<file path="src/hdl/wdt_pkg.sv">
// constants, types and helpers shared by the watchdog timer
package wdt_pkg;

  // ---------------------------------------------------------------
  // register byte offsets on the apb bus
  // ---------------------------------------------------------------
  localparam logic [7:0] LOAD_OFFSET    = 8'h00;
  localparam logic [7:0] VALUE_OFFSET   = 8'h04;
  localparam logic [7:0] CONTROL_OFFSET = 8'h08;
  localparam logic [7:0] CLEAR_OFFSET   = 8'h0c;

  // ---------------------------------------------------------------
  // control field positions
  // ---------------------------------------------------------------
  localparam int CTRL_COUNT_UP_BIT = 8;
  localparam int CTRL_ENABLE_BIT   = 7;
  localparam int CTRL_PERIODIC_BIT = 6;
  localparam int CTRL_WATCHDOG_BIT = 5;
  localparam int CTRL_SECURE_BIT   = 4;
  localparam int CTRL_PRESC_HI_BIT = 3;
  localparam int CTRL_PRESC_LO_BIT = 2;
  localparam int CTRL_WD_IRQ_BIT   = 1;
  localparam logic [8:0] CTRL_WRITE_MASK = 9'h1fe;

  // ---------------------------------------------------------------
  // values after reset and counter limits
  // ---------------------------------------------------------------
  localparam logic [15:0] LOAD_RESET   = 16'h0000;
  localparam logic [15:0] VALUE_RESET  = 16'h0000;
  localparam logic [8:0]  CTRL_RESET   = 9'h000;
  localparam logic [7:0]  LFSR_RESET   = 8'h00;
  localparam logic [7:0]  PRESC_RESET  = 8'h00;
  localparam logic [31:0] RDATA_RESET  = 32'h0000_0000;
  localparam logic [15:0] COUNT_ZERO   = 16'h0000;
  localparam logic [15:0] COUNT_FULL   = 16'hffff;
  localparam logic [7:0]  LFSR_ZERO    = 8'h00;
  localparam logic [7:0]  LFSR_TAPS    = 8'h63;

  // ---------------------------------------------------------------
  // prescaler terminal counts (divide minus one)
  // ---------------------------------------------------------------
  localparam logic [7:0] PRESC_TERM_DIV1   = 8'h00;
  localparam logic [7:0] PRESC_TERM_DIV16  = 8'h0f;
  localparam logic [7:0] PRESC_TERM_DIV256 = 8'hff;

  typedef enum logic [1:0] {
    PRESC_DIV1   = 2'b00,
    PRESC_DIV16  = 2'b01,
    PRESC_DIV256 = 2'b10,
    PRESC_ALIAS  = 2'b11
  } presc_sel_type;

  // ---------------------------------------------------------------
  // whole state of the block
  // ---------------------------------------------------------------
  typedef struct packed {
    logic [15:0] load;
    logic [15:0] value;
    logic [8:0]  ctrl;
    logic [7:0]  lfsr;
    logic [7:0]  presc;
    logic        irq;
    logic        reset_req;
    logic        rd_ready;
    logic [31:0] prdata;
  } wdt_state_type;

  // galois step: shift left, fold the dropped bit back through the taps
  function automatic logic [7:0] lfsr_next(input logic [7:0] s);
    lfsr_next = {s[6:0], 1'b0} ^ (s[7] ? LFSR_TAPS : LFSR_ZERO);
  endfunction

  // terminal count of the prescaler for a select code
  function automatic logic [7:0] presc_terminal(input presc_sel_type sel);
    unique case (sel)
      PRESC_DIV1:   presc_terminal = PRESC_TERM_DIV1;
      PRESC_DIV16:  presc_terminal = PRESC_TERM_DIV16;
      PRESC_DIV256: presc_terminal = PRESC_TERM_DIV256;
      PRESC_ALIAS:  presc_terminal = PRESC_TERM_DIV1;
    endcase
  endfunction

endpackage

</file>
<file path="src/hdl/watchdog_timer.sv">
// watchdog timer with secure clear, apb register slave
`timescale 1ns/1ps
module watchdog_timer (
  input  wire logic        sys_clk,
  input  wire logic        arst_n,
  input  wire logic        clk_en,
  input  wire logic        tick_pll_32k,
  input  wire logic        tick_osc_32k,
  input  wire logic        psel,
  input  wire logic        penable,
  input  wire logic        pwrite,
  input  wire logic [7:0]  paddr,
  input  wire logic [31:0] pwdata,
  output logic      [31:0] prdata,
  output logic             pready,
  output logic             pslverr,
  output logic             timer_irq,
  output logic             wdt_reset_req,
  output logic             watchdog_active
);

  // ---------------------------------------------------------------
  // state and decode
  // ---------------------------------------------------------------
  wdt_pkg::wdt_state_type s_reg;
  wdt_pkg::wdt_state_type s_next;

  logic        sel_load;
  logic        sel_value;
  logic        sel_ctrl;
  logic        sel_clear;
  logic        mapped;
  logic        wr_acc;
  logic        wd_mode;
  logic        secure_on;
  logic        count_up;
  logic        periodic;
  logic        run;
  logic        tick;
  logic [7:0]  presc_term;
  logic        step;
  logic        clear_write;
  logic        secure_ok;
  logic        service_ok;
  logic        secure_fail;
  logic        wd_expire;
  logic [15:0] norm_count;
  logic        norm_event;
  logic [31:0] rd_word;

  // address decode of the four word registers
  assign sel_load  = (paddr == wdt_pkg::LOAD_OFFSET);
  assign sel_value = (paddr == wdt_pkg::VALUE_OFFSET);
  assign sel_ctrl  = (paddr == wdt_pkg::CONTROL_OFFSET);
  assign sel_clear = (paddr == wdt_pkg::CLEAR_OFFSET);
  assign mapped    = sel_load | sel_value | sel_ctrl | sel_clear;

  // reads wait one cycle for the registered read word
  assign pready  = clk_en & (pwrite | s_reg.rd_ready);
  assign pslverr = psel & penable & ~mapped;
  assign wr_acc  = psel & penable & pwrite & pready & mapped;

  // control fields
  assign wd_mode   = s_reg.ctrl[wdt_pkg::CTRL_WATCHDOG_BIT];
  assign secure_on = s_reg.ctrl[wdt_pkg::CTRL_SECURE_BIT];
  assign count_up  = s_reg.ctrl[wdt_pkg::CTRL_COUNT_UP_BIT] & ~wd_mode;
  assign periodic  = s_reg.ctrl[wdt_pkg::CTRL_PERIODIC_BIT];

  // ---------------------------------------------------------------
  // tick source and prescaler
  // ---------------------------------------------------------------
  // watchdog runs on the oscillator tick, normal mode on the pll tick
  assign tick = wd_mode ? tick_osc_32k : tick_pll_32k;
  assign run  = wd_mode | s_reg.ctrl[wdt_pkg::CTRL_ENABLE_BIT];
  assign presc_term = wdt_pkg::presc_terminal(wdt_pkg::presc_sel_type'(
    s_reg.ctrl[wdt_pkg::CTRL_PRESC_HI_BIT:wdt_pkg::CTRL_PRESC_LO_BIT]));
  assign step = run & tick & (s_reg.presc == presc_term);

  // ---------------------------------------------------------------
  // service and secure compare
  // ---------------------------------------------------------------
  assign clear_write = wr_acc & sel_clear;
  // a zero state never matches, so a zero seed always trips
  assign secure_ok   = (pwdata[7:0] == s_reg.lfsr) & (s_reg.lfsr != wdt_pkg::LFSR_ZERO);
  assign service_ok  = wd_mode & clear_write & (~secure_on | secure_ok);
  assign secure_fail = wd_mode & clear_write & secure_on & ~secure_ok;
  assign wd_expire   = wd_mode & step & (s_reg.value == wdt_pkg::COUNT_ZERO);

  // normal mode next count, up or down, free-run or periodic
  always_comb begin
    norm_count = s_reg.value;
    if (count_up) begin
      if (s_reg.value == wdt_pkg::COUNT_FULL) begin
        norm_count = periodic ? s_reg.load : wdt_pkg::COUNT_ZERO;
      end else begin
        norm_count = s_reg.value + 16'h0001;
      end
    end else begin
      if (s_reg.value == wdt_pkg::COUNT_ZERO) begin
        norm_count = periodic ? s_reg.load : wdt_pkg::COUNT_FULL;
      end else begin
        norm_count = s_reg.value - 16'h0001;
      end
    end
  end

  // interrupt when the count arrives at its limit
  assign norm_event = ~wd_mode & step &
                      (norm_count == (count_up ? wdt_pkg::COUNT_FULL : wdt_pkg::COUNT_ZERO));

  // read multiplexer; clear register and lfsr read as zero
  always_comb begin
    rd_word = 32'h0000_0000;
    if (sel_load) begin
      rd_word = {16'h0000, s_reg.load};
    end else if (sel_value) begin
      rd_word = {16'h0000, s_reg.value};
    end else if (sel_ctrl) begin
      rd_word = {23'h000000, s_reg.ctrl};
    end else if (sel_clear) begin
      rd_word = 32'h0000_0000;
    end
  end

  // ---------------------------------------------------------------
  // next state
  // ---------------------------------------------------------------
  always_comb begin
    s_next = s_reg;
    // prescaler advances on each tick of the selected source while the timer runs
    if (run & tick) begin
      s_next.presc = (s_reg.presc == presc_term) ? wdt_pkg::PRESC_RESET : s_reg.presc + 8'h01;
    end
    // counter step
    if (step) begin
      if (wd_mode) begin
        if (wd_expire) begin
          s_next.value = s_reg.load;
        end else begin
          s_next.value = s_reg.value - 16'h0001;
        end
      end else begin
        s_next.value = norm_count;
      end
    end
    // register writes; load and control are locked in watchdog mode
    if (wr_acc & sel_load & ~wd_mode) begin
      s_next.load = pwdata[15:0];
    end
    if (wr_acc & sel_ctrl & ~wd_mode) begin
      s_next.ctrl  = pwdata[8:0] & wdt_pkg::CTRL_WRITE_MASK;
      s_next.value = s_reg.load;
      s_next.presc = wdt_pkg::PRESC_RESET;
    end
    // clear register: seed before watchdog, service during it
    if (clear_write & ~wd_mode) begin
      s_next.lfsr = pwdata[7:0];
    end
    if (service_ok) begin
      s_next.value = s_reg.load;
      s_next.presc = wdt_pkg::PRESC_RESET;
      if (secure_on) begin
        s_next.lfsr = wdt_pkg::lfsr_next(s_reg.lfsr);
      end
    end
    // interrupt flag: clear first so a same-cycle event wins
    if (clear_write) begin
      s_next.irq = 1'b0;
    end
    if (norm_event | (wd_expire & s_reg.ctrl[wdt_pkg::CTRL_WD_IRQ_BIT])) begin
      s_next.irq = 1'b1;
    end
    // reset request lasts exactly one cycle
    s_next.reset_req = ((wd_expire & ~s_reg.ctrl[wdt_pkg::CTRL_WD_IRQ_BIT]) | secure_fail) &
                       ~s_reg.reset_req;
    // read data captured in the cycle before the access completes
    s_next.rd_ready = psel & ~pwrite & ~(penable & s_reg.rd_ready);
    if (psel & ~pwrite) begin
      s_next.prdata = rd_word;
    end
  end

  // state register, frozen while the clock enable is low
  always_ff @(posedge sys_clk or negedge arst_n) begin
    if (!arst_n) begin
      s_reg.load      <= wdt_pkg::LOAD_RESET;
      s_reg.value     <= wdt_pkg::VALUE_RESET;
      s_reg.ctrl      <= wdt_pkg::CTRL_RESET;
      s_reg.lfsr      <= wdt_pkg::LFSR_RESET;
      s_reg.presc     <= wdt_pkg::PRESC_RESET;
      s_reg.irq       <= 1'b0;
      s_reg.reset_req <= 1'b0;
      s_reg.rd_ready  <= 1'b0;
      s_reg.prdata    <= wdt_pkg::RDATA_RESET;
    end else if (clk_en) begin
      s_reg <= s_next;
    end
  end

  // outputs straight from flip-flops
  assign prdata          = s_reg.prdata;
  assign timer_irq       = s_reg.irq;
  assign wdt_reset_req   = s_reg.reset_req;
  assign watchdog_active = wd_mode;
endmodule

</file>
<file path="config.mk">
export PLATFORM = sky130hd
export DESIGN_NAME = watchdog_timer
export DESIGN_NICKNAME = d
export VERILOG_FILES = /design/src/hdl/wdt_pkg.sv /design/src/hdl/watchdog_timer.sv
export SDC_FILE = /design/constraint.sdc
export NUM_CORES = 1
export LEC_CHECK = 0
export ABC_AREA = 1
export BUFFER_PORTS_ARGS = -buffer_cell sky130_fd_sc_hd__clkbuf_2
export CAP_MARGIN = 0
export CORE_UTILIZATION = 50
export CTS_BUF_LIST = sky130_fd_sc_hd__clkbuf_16
export DETAILED_ROUTE_END_ITERATION = 10
export PLACE_DENSITY = 0.74
export SLEW_MARGIN = 20
export SYNTH_ARGS = -nofsm -noshare
export SYNTH_HDL_FRONTEND = slang
export SYNTH_SLANG_ARGS = --single-unit
</file>
<file path="constraint.sdc">
create_clock -name sys_clk -period 2.25 [get_ports sys_clk]
set_input_delay 0.225 -clock sys_clk [delete_from_list [all_inputs] [get_ports sys_clk]]
set_output_delay 0.225 -clock sys_clk [all_outputs]
set_load 0.05 [all_outputs]
</file>
Word level (Yosys, flattened, before mapping)
Cells that the tools add are included.
{"block": "word_totals", "reg_bits": 91, "latchBits": 0, "ram_bits": 0, "rom_bits": 0, "memories": 0}
{"block": "op_classes", "addsub": 3, "multipliers": 0, "div_mod_pow": 0, "magnitude_cmp": 0, "eq_ne": 10, "n_shift": 0, "mux": 25, "n_bitwise": 47, "reduce_logical": 14}
{"cell": "$mux 16", "count": 13}
{"cell": "$mux 8", "count": 5}
{"cell": "$and 1x1->1", "count": 30}
{"cell": "$mux 25", "count": 1}
{"cell": "$pmux 8 s3", "count": 1}
{"cell": "$add 16x1->16 const B", "count": 1}
{"cell": "$eq 16x16->1", "count": 1}
{"cell": "$eq 16x16->1 const B", "count": 1}
{"cell": "$eq 8x4->1 const B", "count": 2}
{"cell": "$eq 8x8->1", "count": 2}
{"cell": "$logic_not 16->1", "count": 1}
{"cell": "$sub 16x1->16 const B", "count": 1}
{"cell": "$reduce_and 2->1", "count": 6}
{"cell": "$mux 9", "count": 1}
{"cell": "$add 8x1->8 const B", "count": 1}
{"cell": "$eq 8x3->1 const B", "count": 1}
{"cell": "$logic_not 8->1", "count": 1}
{"cell": "$not 1->1", "count": 8}
{"cell": "$or 1x1->1", "count": 8}
{"cell": "$reduce_bool 8->1", "count": 1}
{"cell": "$xor 8x7->8", "count": 1}
{"cell": "$mux 7", "count": 1}
{"cell": "$reduce_bool 3->1", "count": 2}
{"cell": "$eq 2x2->1 const B", "count": 2}
{"cell": "other kinds (5)", "count": 7}

Longest topological paths before layout
{"block": "logic_depth", "ltp_word": 12, "mapped_depth": 20}

Least setup slack after synthesis
No wires, ideal clock.
{"block": "synth_timing", "path_type": "register to register", "start": "register s_reg (netlist bit watchdog_active)", "end": "register s_reg (netlist bit timer_irq)", "setup_ps": 118, "arrival_ps": 2110, "required_ps": 2132, "slack_ps": 22, "path_stages_with_launch": 15, "n_path_buf": 2, "cell_sequence": "dfrtp_1 buf_2 nor2_1 inv_1 clkbuf_1 o21ai_0 nand2_1 nand2_1 nor2_1 nand3_1 nand2_1 nand2_1 nand2_1 nand2_1 nand2_1"}
{"block": "synth_between", "elab_chain_len": 9, "word_cells_on_any_way": 18, "classes_between": "1 x eq/ne; 4 x mux; 11 x bitwise; 2 x reduce/logical"}
{"item": "from (decl)", "line_no": "watchdog_timer.sv:25", "source": "wdt_pkg::wdt_state_type s_reg;"}
{"item": "from (signal assigned)", "line_no": "watchdog_timer.sv:196", "source": "s_reg <= s_next;"}
{"item": "$or 1x1->1 or $mux 1 (tied branches)", "line_no": "watchdog_timer.sv:74, watchdog_timer.sv:73"}
{"item": "$and 1x1->1 (2 in a row)", "line_no": "watchdog_timer.sv:77", "source": "assign step = run & tick & (s_reg.presc == presc_term);"}
{"item": "$and 1x1->1 (2 in a row)", "line_no": "watchdog_timer.sv:87", "source": "assign wd_expire = wd_mode & step & (s_reg.value == wdt_pkg::COUNT_ZERO);"}
{"item": "$and 1x1->1", "line_no": "watchdog_timer.sv:170", "source": "if (norm_event | (wd_expire & s_reg.ctrl[wdt_pkg::CTRL_WD_IRQ_BIT])) begin"}
{"item": "$or 1x1->1 *", "line_no": "watchdog_timer.sv:170"}
{"item": "$reduce_bool 2->1 (no line)"}
{"item": "$reduce_and 2->1 (no line)"}
Every way passes the cells marked *; elsewhere a longest branch is shown, timed or not.
A chain may end at the register's enable or synchronous reset.

Final worst setup path
{"block": "layout_timing", "start": "register s_reg[61] in the netlist's numbering", "end": "register s_reg (netlist bit timer_irq)"}
{"block": "layout_between", "elab_chain_len": 8, "word_cells_on_any_way": 15, "classes_between": "2 x add/sub; 2 x eq/ne; 4 x mux; 4 x bitwise; 3 x reduce/logical"}
{"item": "$sub 16x1->16 (tied with other cells)", "line_no": "watchdog_timer.sv:102", "source": "norm_count = s_reg.value - 16'h0001;"}
{"item": "$mux 16 (on tied branches)", "line_no": "watchdog_timer.sv:99, watchdog_timer.sv:93"}
{"item": "$mux 16", "line_no": "watchdog_timer.sv:92", "source": "if (count_up) begin"}
{"item": "$eq 16x16->1", "line_no": "watchdog_timer.sv:109", "source": "(norm_count == (count_up ? wdt_pkg::COUNT_FULL : wdt_pkg::COUNT_ZERO));"}
{"item": "$and 1x1->1", "line_no": "watchdog_timer.sv:108", "source": "assign norm_event = ~wd_mode & step &"}
{"item": "$or 1x1->1 *", "line_no": "watchdog_timer.sv:170"}
{"item": "$reduce_bool 2->1 (no line)"}
{"item": "$reduce_and 2->1 (no line)"}
Marks and branches as above.

==> qor.csv <==
metric,value,unit
status,"finished, violations left",
violated checks,"design-rule violations, negative setup slack",
initial core utilization,51.7,%
Tmin final,2330,ps
met2 WL,8.38,mm
Fin Clk Skew,9.58,ps
Startpoint Class,flop,
largest net degree at the start of global routing,42,
Final Hold Viols,0,
TritonCTS buffer count,9,
crit path max fanout,6,
Worst Setup End Kind,flop,
fin. max-slew vios,0,
Clock Latency Late Sink,350,ps
Top Layer Used,met4,
gpl congestion,0.948,
Pleak,3.66,nW
Post-Route Utilization,63.0,%
VDD IR-drop max,0.000624,V
Fmax achieved,0.429,GHz
n_diodes,0,
"wirelength, routed",19.0,mm
WS Path Type,flop to flop,
Horiz. Die Dim,111,um
GRT Residual Overflow,0,
Pwr Density,913,nW/um2
FP Rows,39,
final-stage net count,1077,
number of routed nets with antenna violations,0,
PnR worst setup slack,-81.2,ps
"Warnings, synthesis",0,
# fillers,1075,
# setup viols final,2,
CTS root buffer,clkbuf_16,
RSZ-0062 raised after global routing,true,
Die H,111,um
dpl hpwl,13.9,mm
IO buf count,52,
vias,6551,
Post-Syn Area per Cell,6.52,um2
initial antenna violation count,0,
Worst Tran Pin Value,591,ps
vias in the first global route,5969,
Yosys reg bits,75,
H-tree depth,3,
CTS tree,built,
max reg flops,55,
Pwr Total,6.62,mW
share of cells above drive strength 1,24.7,%
area of the core,11500,um2
total track usage,31.5,%
WL met3,1.72,mm
Critical Path AT,2620,ps
die area,12400,um2
Tcrit/Tclk final,104,%
DR iter-0 viols,677,
MaxCap Viol Count,0,
slew margin rel.,60.5,%
final hold slack,113,ps
synthesized cell area,5960,um2
maximum clock path buffer count,2,
Layout area overhead,21.7,%
met1 WL,8.30,mm
via/cell ratio,5.59,
drt wl/cell,16.2,um
clock-pin slew on the worst setup and hold paths,60,ps
drt first pass iters,8,
CP required,2540,ps
first-pass GRT wire length,30.3,mm
count of cell types in the netlist,43,
Hold WC Path Type,input pin to flop,
CTS sink cnt,75,
Syn Inst Count,914,
number of remaining DRC errors,2,
"Seq/Total Area, Yosys",31.5,%
# IOs,85,
## logic make-up (layout without fill, tap and decap cells)
family	after synthesis	count (layout)	synth area share (%)
flops	75	75	31.5
compound gates	148	148	13.6
fa+ha+maj	5	5	1.05
simple gates	512	512	37.8
buf+inv	147	246	11.9
xor+xnor	19	19	2.79
other cells	1	16	0.0630
mux	7	7	1.32
## area by class of cell
type | instances | area (um2) | area share [%]
tap | 143 | 179 | 2.47
inverter | 82 | 319 | 4.40
timing repair buffer | 149 | 1020 | 14.0
clock inverter | 6 | 58.8 | 0.811
clock buffer | 9 | 225 | 3.11
multi-input combinational | 707 | 3570 | 49.3
sequential | 75 | 1880 | 25.9
## final timing paths
check	from	slack, ps	cells after the start	endpoint
worst max register to register	s_reg[61]	-80	17	timer_irq
worst min register to register	prdata[5]	480	2	prdata[5]
worst max-delay path	s_reg[61]	-80	17	timer_irq
min in group asynchronous	arst_n	420	2	s_reg[63]
worst min-delay path	pwdata[14]	110	2	s_reg[90]
max in group asynchronous	arst_n	1230	3	prdata[9]
## metrics by stage
stage                     TNS, ps  setup WS (ps)  instance area (um2)  std cells
after floorplan                 0           21.8                 6010        929
after global placement      -93.2          -41.1                 6690       1142
after global routing        -1890           -214                 7250       1171
final                       -86.6          -81.2                 7250       1171
after detailed placement     -207          -73.4                 6690       1142
after CTS                   -36.1          -36.1                 7000       1158
## Yosys cell counts (all sizes together)
library cell | count | area (um2)
buf | 50 | 344
nand2 | 286 | 1110
nand3b | 2 | 18.8
nor2 | 87 | 367
a21o | 1 | 7.51
xor2 | 14 | 123
clkinv | 3 | 12.5
o41ai | 1 | 8.76
inv | 79 | 297
a21oi | 30 | 150
o22ai | 12 | 75.1
clkbuf | 15 | 56.3
dfrtp | 75 | 1880
o211ai | 2 | 15.0
nand3 | 110 | 583
nand4 | 9 | 56.3
o21bai | 2 | 15.0
ha | 5 | 62.6
nor4 | 2 | 27.5
nor3 | 11 | 55.1
or2 | 4 | 25.0
conb | 1 | 3.75
o2111ai | 1 | 8.76
xnor2 | 5 | 43.8
and3b | 1 | 8.76
mux2 | 7 | 78.8
o21ai | 96 | 503
a221oi | 3 | 26.3
## worst max-delay path, cell delays in order (launching register included)
cell and delay, ps:
dfrtp_1 400, ha_2 200, nand2_2 60, nor2_4 160
nand2_4 90, nor2_4 160, buf_6 180, inv_4 50
nand4_1 100, nand3_2 100, a21o_1 190, nor2_1 120
nand2_1 90, nor2_1 110, nand2_1 60, nand2_1 80
nand2_1 50, nand2_1 60
## metal layers
layer	global-route usage, %	vias up
met5	0	-
met4	12.2	0
met3	6.78	50
met2	47.1	313
met1	44.4	3020
li1	-	3168
## power breakdown
| part | switching, mW | total, mW | internal, mW |
|---|---|---|---|
| registers | 0.221 | 1.75 | 1.53 |
| logic | 2.03 | 3.42 | 1.39 |
| clock network | 0.605 | 1.45 | 0.845 |
| total | 2.86 | 6.62 | 3.76 |
## timing repair
action,4_1_cts,5_1_grt
setup endpoints to repair,11,25
hold endpoints to repair,40,0
hold buffers,1,0
cloned,0,1
pin swaps,1,25
resized for setup,5,61
buffers inserted,0,12
## cells in the final DEF, fill, tap and decap left out, types with 10 or more instances in the layout
| cell type | instances |
|---|---|
| nor2_2 | 10 |
| o22ai_1 | 12 |
| a21oi_1 | 29 |
| conb_1 | 16 |
| clkbuf_2 | 51 |
| xor2_1 | 14 |
| o21ai_0 | 82 |
| inv_2 | 10 |
| nand3_1 | 95 |
| nand2_1 | 266 |
| buf_4 | 93 |
| nand2_2 | 15 |
| inv_1 | 67 |
| dfrtp_1 | 73 |
| nor2_1 | 71 |
| nand3_2 | 14 |
Power figures use the tool's default switching activity.
